[src/logic/pgpc_pkg.sv]
/*
  Package for the single-pin control block: register indices, control word
  layout, reset values, function codes and carrier structs.
  Assumes a 32-bit AXI4-Lite register bus where byte address = 4 * index.
*/
package pgpc_pkg;

  // ----------------------------------------------------------------------
  // Register map
  // ----------------------------------------------------------------------
  localparam int          AXI_AW       = 18;
  localparam logic [15:0] CTRL_IDX     = 16'h403d;
  localparam logic [15:0] IRQ_STAT_IDX = 16'h4040;
  localparam logic [15:0] IRQ_CLR_IDX  = 16'h4041;
  localparam logic [15:0] IRQ_EN_IDX   = 16'h4042;
  localparam logic [15:0] DATA_IDX     = 16'h4043;
  localparam logic [1:0]  RESP_OKAY    = 2'h0;
  localparam logic [1:0]  RESP_SLVERR  = 2'h2;

  // ----------------------------------------------------------------------
  // Control word
  // ----------------------------------------------------------------------
  typedef struct packed {
    logic       pin_direction;        // 15: 1 input, 0 output
    logic [1:0] pull_select;          // 14:13
    logic       irq_edge_mode;        // 12
    logic       supply_domain_select; // 11
    logic       pin_polarity;         // 10
    logic       open_drain_select;    // 9
    logic       rsv8;                 // 8
    logic       pin_enable;           // 7
    logic [2:0] rsv6_4;               // 6:4
    logic [3:0] pin_function;         // 3:0
  } pgpc_ctrl_s;

  localparam logic [15:0] CTRL_RST  = 16'ha400;
  localparam logic [15:0] CTRL_MASK = 16'hfe8f;

  localparam logic [1:0] PULL_NONE = 2'h0;
  localparam logic [1:0] PULL_DOWN = 2'h1;
  localparam logic [1:0] PULL_UP   = 2'h2;

  // ----------------------------------------------------------------------
  // Function codes
  // ----------------------------------------------------------------------
  localparam logic [3:0] FN_IN_GPIO_LONG  = 4'h0;
  localparam logic [3:0] FN_IN_GPIO       = 4'h1;
  localparam logic [3:0] FN_IN_PWR_ONOFF  = 4'h2;
  localparam logic [3:0] FN_IN_SLP_WAKE   = 4'h3;
  localparam logic [3:0] FN_IN_SLP_WAKE_L = 4'h4;
  localparam logic [3:0] FN_IN_SLEEP      = 4'h5;
  localparam logic [3:0] FN_IN_PWR_ON     = 4'h6;
  localparam logic [3:0] FN_IN_WDOG       = 4'h7;
  localparam logic [3:0] FN_IN_VSEL1      = 4'h8;
  localparam logic [3:0] FN_IN_VSEL2      = 4'h9;
  localparam logic [3:0] FN_IN_HWEN1      = 4'ha;
  localparam logic [3:0] FN_IN_HWEN2      = 4'hb;
  localparam logic [3:0] FN_IN_HWCTL1     = 4'hc;
  localparam logic [3:0] FN_IN_HWCTL2     = 4'hd;
  localparam logic [3:0] FN_IN_HWCTL1_L   = 4'he;
  localparam logic [3:0] FN_IN_HWCTL2_L   = 4'hf;

  localparam logic [3:0] FN_OUT_GPIO      = 4'h0;
  localparam logic [3:0] FN_OUT_OSC32K    = 4'h1;
  localparam logic [3:0] FN_OUT_ON_ST     = 4'h2;
  localparam logic [3:0] FN_OUT_SLEEP_ST  = 4'h3;
  localparam logic [3:0] FN_OUT_ST_CHG    = 4'h4;
  localparam logic [3:0] FN_OUT_VS1_DONE  = 4'h8;
  localparam logic [3:0] FN_OUT_VS2_DONE  = 4'h9;
  localparam logic [3:0] FN_OUT_EXT_EN1   = 4'ha;
  localparam logic [3:0] FN_OUT_EXT_EN2   = 4'hb;
  localparam logic [3:0] FN_OUT_SYS_GOOD  = 4'hc;
  localparam logic [3:0] FN_OUT_CONV_GOOD = 4'hd;
  localparam logic [3:0] FN_OUT_PWR_CLK   = 4'he;
  localparam logic [3:0] FN_OUT_AUX_RST   = 4'hf;

  // ----------------------------------------------------------------------
  // Timing
  // ----------------------------------------------------------------------
  localparam int CLK_HZ         = 100_000_000;
  localparam int PWR_CLK_HZ     = 2_000_000;
  localparam int PWR_CLK_HALF   = CLK_HZ / (2 * PWR_CLK_HZ);
  localparam int DB_SHORT_DEF   = 16;
  localparam int DB_LONG_DEF    = 1000;

  // ----------------------------------------------------------------------
  // Carriers
  // ----------------------------------------------------------------------
  typedef struct packed {
    logic       osc_32k;
    logic       on_state;
    logic       sleep_state;
    logic       state_change;
    logic [1:0] dvs_done;
    logic [1:0] ext_power_enable;
    logic       system_supply_good;
    logic       converters_power_good;
    logic       aux_reset;
  } pgpc_out_src_s;

  typedef struct packed {
    logic       gpio_level;
    logic       power_onoff_req;
    logic       sleep_wake_req;
    logic       sleep_req;
    logic       power_on_req;
    logic       watchdog_reset;
    logic       voltage_scaling_select_1;
    logic       voltage_scaling_select_2;
    logic [1:0] hw_enable_req;
    logic [1:0] hw_control;
  } pgpc_in_role_s;

endpackage

[src/logic/pgpc_pin_ctrl.sv]
/*
  Control, function select, debounce and interrupt logic for one
  general-purpose pin, with an AXI4-Lite register slave.
  Assumes pad and source inputs are synchronous to clk; the pad wire
  itself is resolved outside from pad_out and pad_oe.
*/
`timescale 1ns/1ps
module pgpc_pin_ctrl
  import pgpc_pkg::*;
#(
  parameter int DB_SHORT_CYC = DB_SHORT_DEF,
  parameter int DB_LONG_CYC  = DB_LONG_DEF
) (
  // Clock and reset
  input  wire logic                clk,
  input  wire logic                sys_rst,
  // AXI4-Lite write address
  input  wire logic [AXI_AW-1:0]   s_axi_awaddr,
  input  wire logic                s_axi_awvalid,
  output logic                     s_axi_awready,
  // AXI4-Lite write data
  input  wire logic [31:0]         s_axi_wdata,
  input  wire logic [3:0]          s_axi_wstrb,
  input  wire logic                s_axi_wvalid,
  output logic                     s_axi_wready,
  // AXI4-Lite write response
  output logic [1:0]               s_axi_bresp,
  output logic                     s_axi_bvalid,
  input  wire logic                s_axi_bready,
  // AXI4-Lite read address
  input  wire logic [AXI_AW-1:0]   s_axi_araddr,
  input  wire logic                s_axi_arvalid,
  output logic                     s_axi_arready,
  // AXI4-Lite read data
  output logic [31:0]              s_axi_rdata,
  output logic [1:0]               s_axi_rresp,
  output logic                     s_axi_rvalid,
  input  wire logic                s_axi_rready,
  // Pad
  input  wire logic                pad_in,
  output logic                     pad_out,
  output logic                     pad_oe,
  output logic                     pull_up_en,
  output logic                     pull_down_en,
  output logic                     supply_domain_select,
  // Output function sources
  input  wire pgpc_out_src_s       out_src,
  // Input function roles
  output pgpc_in_role_s            in_role,
  // Interrupt
  output logic                     irq
);

  // ----------------------------------------------------------------------
  // Registers
  // ----------------------------------------------------------------------
  pgpc_ctrl_s         ctrl_r;
  logic               sw_level_r;
  logic               irq_stat_r;
  logic               irq_en_r;
  logic               db_level_r;
  logic               db_prev_r;
  logic [15:0]        db_cnt_r;
  logic [7:0]         pclk_cnt_r;
  logic               pclk_r;

  logic [AXI_AW-1:0]  aw_addr_r;
  logic               aw_held_r;
  logic [31:0]        w_data_r;
  logic [3:0]         w_strb_r;
  logic               w_held_r;

  // ----------------------------------------------------------------------
  // AXI4-Lite write path
  // ----------------------------------------------------------------------
  logic               wr_fire;
  logic [15:0]        wr_idx;
  logic               wr_ok;

  assign s_axi_awready = !aw_held_r && !s_axi_bvalid;
  assign s_axi_wready  = !w_held_r && !s_axi_bvalid;
  assign wr_fire       = aw_held_r && w_held_r && !s_axi_bvalid;
  assign wr_idx        = 16'(aw_addr_r >> 2);
  assign wr_ok         = (wr_idx == CTRL_IDX) || (wr_idx == IRQ_STAT_IDX) ||
                         (wr_idx == IRQ_CLR_IDX) || (wr_idx == IRQ_EN_IDX) ||
                         (wr_idx == DATA_IDX);

  always_ff @(posedge clk) begin
    if (sys_rst) begin
      aw_held_r <= 1'b0;
      aw_addr_r <= '0;
    end else if (s_axi_awvalid && s_axi_awready) begin
      aw_held_r <= 1'b1;
      aw_addr_r <= s_axi_awaddr;
    end else if (wr_fire) begin
      aw_held_r <= 1'b0;
    end
  end

  always_ff @(posedge clk) begin
    if (sys_rst) begin
      w_held_r <= 1'b0;
      w_data_r <= '0;
      w_strb_r <= '0;
    end else if (s_axi_wvalid && s_axi_wready) begin
      w_held_r <= 1'b1;
      w_data_r <= s_axi_wdata;
      w_strb_r <= s_axi_wstrb;
    end else if (wr_fire) begin
      w_held_r <= 1'b0;
    end
  end

  always_ff @(posedge clk) begin
    if (sys_rst) begin
      s_axi_bvalid <= 1'b0;
      s_axi_bresp  <= RESP_OKAY;
    end else if (wr_fire) begin
      s_axi_bvalid <= 1'b1;
      s_axi_bresp  <= wr_ok ? RESP_OKAY : RESP_SLVERR;
    end else if (s_axi_bready) begin
      s_axi_bvalid <= 1'b0;
    end
  end

  // ----------------------------------------------------------------------
  // Control and data registers
  // ----------------------------------------------------------------------
  logic [15:0] ctrl_nxt;

  always_comb begin
    ctrl_nxt = ctrl_r;
    if (w_strb_r[0]) begin
      ctrl_nxt[7:0] = w_data_r[7:0];
    end
    if (w_strb_r[1]) begin
      ctrl_nxt[15:8] = w_data_r[15:8];
    end
    ctrl_nxt = ctrl_nxt & CTRL_MASK;
  end

  always_ff @(posedge clk) begin
    if (sys_rst) begin
      ctrl_r <= CTRL_RST;
    end else if (wr_fire && wr_idx == CTRL_IDX) begin
      ctrl_r <= ctrl_nxt;
    end
  end

  always_ff @(posedge clk) begin
    if (sys_rst) begin
      sw_level_r <= 1'b0;
      irq_en_r   <= 1'b0;
    end else if (wr_fire && w_strb_r[0]) begin
      if (wr_idx == DATA_IDX) begin
        sw_level_r <= w_data_r[0];
      end
      if (wr_idx == IRQ_EN_IDX) begin
        irq_en_r <= w_data_r[0];
      end
    end
  end

  // ----------------------------------------------------------------------
  // AXI4-Lite read path
  // ----------------------------------------------------------------------
  logic [15:0] rd_idx;

  assign s_axi_arready = !s_axi_rvalid;
  assign rd_idx        = 16'(s_axi_araddr >> 2);

  always_ff @(posedge clk) begin
    if (sys_rst) begin
      s_axi_rvalid <= 1'b0;
      s_axi_rdata  <= '0;
      s_axi_rresp  <= RESP_OKAY;
    end else if (s_axi_arvalid && s_axi_arready) begin
      s_axi_rvalid <= 1'b1;
      s_axi_rresp  <= RESP_OKAY;
      s_axi_rdata  <= '0;
      if (rd_idx == CTRL_IDX) begin
        s_axi_rdata <= {16'h0000, ctrl_r};
      end else if (rd_idx == IRQ_STAT_IDX) begin
        s_axi_rdata <= {31'h0, irq_stat_r};
      end else if (rd_idx == IRQ_CLR_IDX) begin
        s_axi_rdata <= '0;
      end else if (rd_idx == IRQ_EN_IDX) begin
        s_axi_rdata <= {31'h0, irq_en_r};
      end else if (rd_idx == DATA_IDX) begin
        s_axi_rdata <= {30'h0, db_level_r, sw_level_r};
      end else begin
        s_axi_rresp <= RESP_SLVERR;
      end
    end else if (s_axi_rready) begin
      s_axi_rvalid <= 1'b0;
    end
  end

  // ----------------------------------------------------------------------
  // Input debounce
  // ----------------------------------------------------------------------
  logic        long_db;
  logic [15:0] db_limit;
  logic        pin_logic;

  assign pin_logic = pad_in ^ ~ctrl_r.pin_polarity;
  assign long_db   = (ctrl_r.pin_function == FN_IN_GPIO_LONG) ||
                     (ctrl_r.pin_function == FN_IN_SLP_WAKE_L) ||
                     (ctrl_r.pin_function == FN_IN_HWCTL1_L) ||
                     (ctrl_r.pin_function == FN_IN_HWCTL2_L);
  assign db_limit  = long_db ? 16'(DB_LONG_CYC) : 16'(DB_SHORT_CYC);

  always_ff @(posedge clk) begin
    if (sys_rst) begin
      db_cnt_r   <= '0;
      db_level_r <= 1'b0;
    end else if (pin_logic == db_level_r) begin
      db_cnt_r <= '0;
    end else if (db_cnt_r + 16'h0001 >= db_limit) begin
      db_cnt_r   <= '0;
      db_level_r <= pin_logic;
    end else begin
      db_cnt_r <= db_cnt_r + 16'h0001;
    end
  end

  always_ff @(posedge clk) begin
    if (sys_rst) begin
      db_prev_r <= 1'b0;
    end else begin
      db_prev_r <= db_level_r;
    end
  end

  // ----------------------------------------------------------------------
  // Pin interrupt
  // ----------------------------------------------------------------------
  logic in_active;
  logic edge_evt;

  assign in_active = ctrl_r.pin_direction && ctrl_r.pin_enable;
  always_comb begin
    if (ctrl_r.irq_edge_mode) begin
      edge_evt = db_level_r != db_prev_r;
    end else begin
      edge_evt = db_level_r && !db_prev_r;
    end
    edge_evt = edge_evt && in_active;
  end

  always_ff @(posedge clk) begin
    if (sys_rst) begin
      irq_stat_r <= 1'b0;
    end else if (edge_evt) begin
      irq_stat_r <= 1'b1;
    end else if (wr_fire && wr_idx == IRQ_CLR_IDX && w_strb_r[0] && w_data_r[0]) begin
      irq_stat_r <= 1'b0;
    end
  end

  assign irq = irq_stat_r && irq_en_r;

  // ----------------------------------------------------------------------
  // Input roles
  // ----------------------------------------------------------------------
  logic [3:0] fn;
  logic       lvl;

  assign fn  = ctrl_r.pin_function;
  assign lvl = db_level_r && in_active;

  always_ff @(posedge clk) begin
    if (sys_rst) begin
      in_role <= '0;
    end else begin
      in_role.gpio_level               <= lvl && (fn == FN_IN_GPIO_LONG ||
                                                  fn == FN_IN_GPIO);
      in_role.power_onoff_req          <= lvl && fn == FN_IN_PWR_ONOFF;
      in_role.sleep_wake_req           <= lvl && (fn == FN_IN_SLP_WAKE ||
                                                  fn == FN_IN_SLP_WAKE_L);
      in_role.sleep_req                <= lvl && fn == FN_IN_SLEEP;
      in_role.power_on_req             <= lvl && fn == FN_IN_PWR_ON;
      in_role.watchdog_reset           <= lvl && fn == FN_IN_WDOG;
      in_role.voltage_scaling_select_1 <= lvl && fn == FN_IN_VSEL1;
      in_role.voltage_scaling_select_2 <= lvl && fn == FN_IN_VSEL2;
      in_role.hw_enable_req[0]         <= lvl && fn == FN_IN_HWEN1;
      in_role.hw_enable_req[1]         <= lvl && fn == FN_IN_HWEN2;
      in_role.hw_control[0]            <= lvl && (fn == FN_IN_HWCTL1 ||
                                                  fn == FN_IN_HWCTL1_L);
      in_role.hw_control[1]            <= lvl && (fn == FN_IN_HWCTL2 ||
                                                  fn == FN_IN_HWCTL2_L);
    end
  end

  // ----------------------------------------------------------------------
  // Power clock divider
  // ----------------------------------------------------------------------
  always_ff @(posedge clk) begin
    if (sys_rst) begin
      pclk_cnt_r <= '0;
      pclk_r     <= 1'b0;
    end else if (pclk_cnt_r == 8'(PWR_CLK_HALF - 1)) begin
      pclk_cnt_r <= '0;
      pclk_r     <= !pclk_r;
    end else begin
      pclk_cnt_r <= pclk_cnt_r + 8'h01;
    end
  end

  // ----------------------------------------------------------------------
  // Output function select and driver
  // ----------------------------------------------------------------------
  logic out_src_lvl;
  logic out_lvl;
  logic drive_on;

  always_comb begin
    unique case (fn)
      FN_OUT_GPIO:      out_src_lvl = sw_level_r;
      FN_OUT_OSC32K:    out_src_lvl = out_src.osc_32k;
      FN_OUT_ON_ST:     out_src_lvl = out_src.on_state;
      FN_OUT_SLEEP_ST:  out_src_lvl = out_src.sleep_state;
      FN_OUT_ST_CHG:    out_src_lvl = out_src.state_change;
      FN_OUT_VS1_DONE:  out_src_lvl = out_src.dvs_done[0];
      FN_OUT_VS2_DONE:  out_src_lvl = out_src.dvs_done[1];
      FN_OUT_EXT_EN1:   out_src_lvl = out_src.ext_power_enable[0];
      FN_OUT_EXT_EN2:   out_src_lvl = out_src.ext_power_enable[1];
      FN_OUT_SYS_GOOD:  out_src_lvl = out_src.system_supply_good;
      FN_OUT_CONV_GOOD: out_src_lvl = out_src.converters_power_good;
      FN_OUT_PWR_CLK:   out_src_lvl = pclk_r;
      FN_OUT_AUX_RST:   out_src_lvl = out_src.aux_reset;
      default:          out_src_lvl = 1'b0;
    endcase
  end

  // Reserved codes drive a plain low whatever the polarity
  assign out_lvl  = (fn == 4'h5 || fn == 4'h6 || fn == 4'h7) ? 1'b0 :
                    out_src_lvl ^ ~ctrl_r.pin_polarity;
  assign drive_on = !ctrl_r.pin_direction && ctrl_r.pin_enable;

  always_ff @(posedge clk) begin
    if (sys_rst) begin
      pad_out <= 1'b0;
      pad_oe  <= 1'b0;
    end else if (!drive_on) begin
      pad_out <= 1'b0;
      pad_oe  <= 1'b0;
    end else if (ctrl_r.open_drain_select) begin
      pad_out <= 1'b0;
      pad_oe  <= !out_lvl;
    end else begin
      pad_out <= out_lvl;
      pad_oe  <= 1'b1;
    end
  end

  // ----------------------------------------------------------------------
  // Pull and supply selects
  // ----------------------------------------------------------------------
  always_ff @(posedge clk) begin
    if (sys_rst) begin
      pull_up_en           <= 1'b0;
      pull_down_en         <= 1'b1;
      supply_domain_select <= 1'b0;
    end else begin
      pull_up_en           <= ctrl_r.pull_select == PULL_UP;
      pull_down_en         <= ctrl_r.pull_select == PULL_DOWN;
      supply_domain_select <= ctrl_r.supply_domain_select;
    end
  end

endmodule

[config.mk]
export PLATFORM = sky130hd
export DESIGN_NAME = pgpc_pin_ctrl
export DESIGN_NICKNAME = d
export VERILOG_FILES = /design/src/logic/pgpc_pkg.sv /design/src/logic/pgpc_pin_ctrl.sv
export SDC_FILE = /design/constraint.sdc
export NUM_CORES = 1
export LEC_CHECK = 0
export ABC_AREA = 0
export BUFFER_PORTS_ARGS = -buffer_cell sky130_fd_sc_hd__clkbuf_2
export CORE_ASPECT_RATIO = 1.75
export CORE_MARGIN = 5
export CORE_UTILIZATION = 51
export CTS_BUF_LIST = sky130_fd_sc_hd__clkbuf_16
export DETAILED_ROUTE_END_ITERATION = 12
export GPL_TIMING_DRIVEN = 1
export PLACE_DENSITY = 0.79
export SLEW_MARGIN = 40
export SYNTH_ARGS = -nofsm -noshare
export SYNTH_HDL_FRONTEND = slang
export SYNTH_SLANG_ARGS = --single-unit
[constraint.sdc]
create_clock -name clk -period 2.8 [get_ports clk]
set_input_delay 0.14 -clock clk [delete_from_list [all_inputs] [get_ports clk]]
set_output_delay 0.14 -clock clk [all_outputs]
set_load 0.03 [all_outputs]
# --- After elaboration in Yosys (flattened, before gate mapping) ---
# Cells that the tools add are included.
op_classes:
  n_lt_le_gt_ge: 1
  n_eq_ne: 30
  addsub: 2
  bitwise_logic: 5
  n_reduce_logical: 66
  n_mux: 25
op_table:
  columns: ["op", "n"]
  rows:
  - ["$eq 16x15->1 const B", 10]
  - ["$eq 4x4->1 const B", 8]
  - ["$logic_and 1x1->1", 30]
  - ["$mux 2", 10]
  - ["$add 16x1->16 const B", 1]
  - ["$eq 4x3->1 const B", 4]
  - ["$ge 16x10->1", 1]
  - ["$mux 16", 1]
  - ["$logic_or 1x1->1", 13]
  - ["$pmux 1 s13", 1]
  - ["$mux 1", 12]
  - ["$mux 10", 1]
  - ["$reduce_and 2->1", 5]
  - ["$reduce_bool 2->1", 5]
  - ["$add 8x1->8 const B", 1]
  - ["$eq 4x2->1 const B", 2]
  - ["$eq 8x5->1 const B", 1]
  - ["$logic_not 1->1", 8]
  - ["$reduce_or 3->1", 2]
  - ["$eq 4x1->1 const B", 1]
  - ["$logic_not 4->1", 1]
  - ["$reduce_or 2->1", 2]
  - ["$not 1->1", 3]
  - ["$eq 2x1->1 const B", 1]
  - ["other kinds (4)", 5]
word_totals:
  output_inout_bits: 59
  register_bits: 135

# --- Longest topological paths before layout ---
logic_depth:
  word_depth: 7
  depth_mapped: 12
  depth_no_buf: 10

# --- Worst setup path after synthesis ---
# No wires, ideal clock.
synth_timing:
  path_kind: "reg-to-reg"
  from: "register db_cnt_r[2]"
  to: "register db_level_r"
  path_stages_with_launch: 12
  setup_time_ns: 0.123
  slack_ns: 0.324
  required_ns: 2.677
  arrival_time_ns: 2.353
  period_less_slack_ns: 2.476
  cell_sequence: "dfxtp_1 > buf_2 > nand3_1 > nor3_2 > xor2_1 > ha_1 > inv_1 > a311oi_1 > maj3_1 > o2bb2ai_1 > nand4_1 > mux2_1"
synth_between:
  elab_chain_len: 3
synth_lines:
  columns: ["item", "line_no", "source"]
  rows:
  - ["start: declaration", "pgpc_pin_ctrl.sv:63", "logic [15:0] db_cnt_r;"]
  - ["start signal: assignment", "pgpc_pin_ctrl.sv:223", "db_cnt_r <= db_cnt_r + 16'h0001;"]
  - ["$add 16x1->16", "pgpc_pin_ctrl.sv:219", "end else if (db_cnt_r + 16'h0001 >= db_limit) begin"]
  - ["$ge 16x10->1", "pgpc_pin_ctrl.sv:219", null]
  - ["$reduce_and 2->1 (no line)", null, null]
  - ["end signal: assignment", "pgpc_pin_ctrl.sv:221", "db_level_r <= pin_logic;"]
  - ["end: declaration", "pgpc_pin_ctrl.sv:61", "logic db_level_r;"]
# Every way passes these cells.
# A chain may end at the register's enable or synchronous reset.

# --- Worst setup path in the final report ---
layout_timing:
  from: "register db_cnt_r[0]"
  to: "register db_cnt_r[5]"
layout_between:
  elab_chain_len: 3
layout_lines:
  columns: ["item", "line_no"]
  rows:
  - ["$add 16x1->16 *", "pgpc_pin_ctrl.sv:219, pgpc_pin_ctrl.sv:223"]
  - ["$ge 16x10->1", "pgpc_pin_ctrl.sv:219"]
  - ["$reduce_or 3->1 (no line)", null]
# Mark *: on every way between the ends. The rest lies on a longest branch, timed or not.

==> flow_summary.toml <==
[yosys]
synth_area_leader_cell = "dfxtp_1"
syn-mean-instance-area_sq_um = 8.60
async_reset_ff_share_pct = 0
synth_top_area_share_pct = 45.5
netlist_instances = 547
synth_area_leaders = "dfxtp_1 46%, nand2_1 7.3%, a21oi_1 5.4%"
ys_warn_count = 0
syn_area_sq_um = 4700
ys_types = 62
ys_ff_latch = 107
ys.flop_type = "dfxtp_1"
synth_edf_count = 0
ys_seq_area_share_pct = 45.5

[floorplanning]
die_w_um = 82.6
core_area_sq_um = 9040
start_util_pct = 52.1
ios = 150
rows = 46
die_h_um = 137
die_area_sq_um = 11300

[clocking]
htree_levels = 3
numCtsBuffers = 9
postCtsSetupRepairBufs = 0
cts_buffer_depth = 2
root_buffer = "clkbuf_16"
cts_tree = "done"
cts_sinks = 107
clk_latency_ns = 0.34
path_clk_slew_ns = 0.07

[route]
drt_first_pass_iters = 4
drtIter0Drc = 231
ant_nets = 0
wl_per_cell_um = 14.2
vias = 4092
routed_wl_um = 11000
route.detailed.drc = 0
vias_per_cell = 5.28

[sta]
fin_crit_sh_pct = 95.7
final-max-slew-violation-count = 0
fmax_mhz = 373
fin_crit_ns = 2.68
timing_hold_violations_final = 0
relSlewSlack_pct = 54.7
hold_ws_ns = 0.0128
finClkSkew_ns = 0.00828
tightest_slew_ns = 0.679
setup_viol = 0

[global_routing]
overflow = 0
antenna_found_initial = 0
grt_pass1_wl_um = 18100
grt_max_degree = 59
grt_pass1_vias = 4104
grt_use_total_pct = 20.5

[cells_and_area]
fill_cells = 796
final_nets = 751
multi_input_area_sq_um = 2320
fin_util_pct = 61.6
n_antenna_cell = 0
seqCellArea_sq_um = 2140
final_cell_area_sq_um = 5560
final_cells = 775
syn_to_final_growth_pct = 18.3
layout-drive-gt1-share_pct = 23.7

[worst_setup_path]
cp_max_fo = 10
path_class = "reg -> reg"
cp.arrival_ns = 2.93
cp_data_required_time_ns = 3.05
worst_setup_path_start_kind = "register"
worstSetupEndpointType = "register"

[power]
p_total_mw = 3.01
ir_drop_uv = 423
p_per_area_nw_per_um2 = 540
power_leakage_nw = 2.30

[placement]
dp_hpwl_um = 8590
dp.cells = 759
place_area_sq_um = 5270
port_buffers = 101
gp_congestion = 0.848

[flow_run]
cap_viol_max_count = 0

[hold_path]
hp-class = "in -> reg"

[status]
status = "finished clean"
-- area by class of cell --
cell class	count	share of cell area (%)
Clock buffer	9	4.05
Clock inverter	6	0.742
Inverter	20	1.35
Multi-Input combinational cell	398	41.6
Sequential cell	107	38.5
Tap cell	120	2.70
Timing Repair Buffer	115	11.0
-- per-layer routing --
layer | global-route usage, % | share of wire, % | up-vias
li1 | - | - | 2020
met4 | 11.0 | 4.0 | 0
met5 | 0 | 0 | -
met2 | 37.5 | 56 | 124
met1 | 21.3 | 35 | 1917
met3 | 3.75 | 5.1 | 31
-- power by group --
| group | internal (mW) | switching (mW) |
|---|---|---|
| Sequential | 1.57 | 0.0341 |
| Combinational | 0.0906 | 0.185 |
| Clock | 0.599 | 0.528 |
-- cell usage after synthesis, types with 7 or more instances --
master	n
dfxtp_1	107
nand2_1	91
nor2_1	52
a21oi_1	51
nand3_1	24
buf_4	22
inv_1	20
mux2i_1	16
clkbuf_1	14
nor3_1	14
ha_1	9
xnor2_1	9
nor3_2	7
xor2_1	7
-- kinds of logic after synthesis --
kind of cell	share of synthesized area (%)
simple gates	25.6
flops	45.5
compound gates	10.9
buf+inv	7.74
mux	4.60
xor+xnor	2.98
fa+ha+maj	2.61
other cells	0.0797
-- flip-flops by register name (all words and copies together), names as in the netlist, 4 cells and up --
name	count
in_role	12
fn	4
s_axi_rdata	12
pclk_cnt_r	8
ctrl_r	8
db_cnt_r	16
w_data_r	12
aw_addr_r	16
-- stage by stage --
stage / TNS (ns) / worst slack, ns
finish: 0 / 0.121
global route: -0.00320 / -0.00217
CTS: 0 / 0.0877
detailed placement: 0 / 0.124
global placement: 0 / 0.261
floorplan: 0 / 0.324
-- path summary, 6_finish.rpt --
kind              cells past startpoint  slack, ns       startpoint           end
hold / removal                        3       0.01  s_axi_awaddr[6]  aw_addr_r[6]
hold reg to reg                       2       0.45      w_strb_r[1]   w_strb_r[1]
setup / recovery                     11       0.12      db_cnt_r[0]   db_cnt_r[5]
setup reg to reg                     11       0.12      db_cnt_r[0]   db_cnt_r[5]
-- what timing repair did --
action,CTS,global route
hold buffers,1,0
hold endpoints to repair,1,0
setup endpoints to repair,0,10
resized for setup,0,3
-- placed cells by master, fill, tap and decap left out, drive strengths merged, types with 3 or more instances in the layout --
| cell | instances |
|---|---|
| clkbuf | 110 |
| dfxtp | 107 |
| nand2 | 91 |
| nor2 | 52 |
| a21oi | 51 |
| conb | 28 |
| nand3 | 24 |
| inv | 21 |
| nor3 | 21 |
| mux2i | 16 |
| buf | 13 |
| xnor2 | 9 |
| ha | 9 |
| xor2 | 7 |
| nand4 | 7 |
| and2 | 6 |
| nor4 | 6 |
| nor3b | 6 |
| or3 | 5 |
| and3 | 5 |
| nand2b | 5 |
| o21ai | 5 |
| clkinv | 5 |
| nand3b | 4 |
| nor2b | 4 |
| a311oi | 3 |
| mux2 | 3 |
| a221oi | 3 |
-- worst max-delay path: stages, from the launching register on --
cell and delay (ns):
dfxtp_1 0.37, ha_2 0.27, nand3_1 0.11, xnor2_1 0.25
ha_1 0.27, o21ai_0 0.20, a32oi_1 0.08, o311a_1 0.15
o311ai_2 0.28, nand4_1 0.17, buf_4 0.24, nor3b_2 0.19
Power figures use the tool's default switching activity.
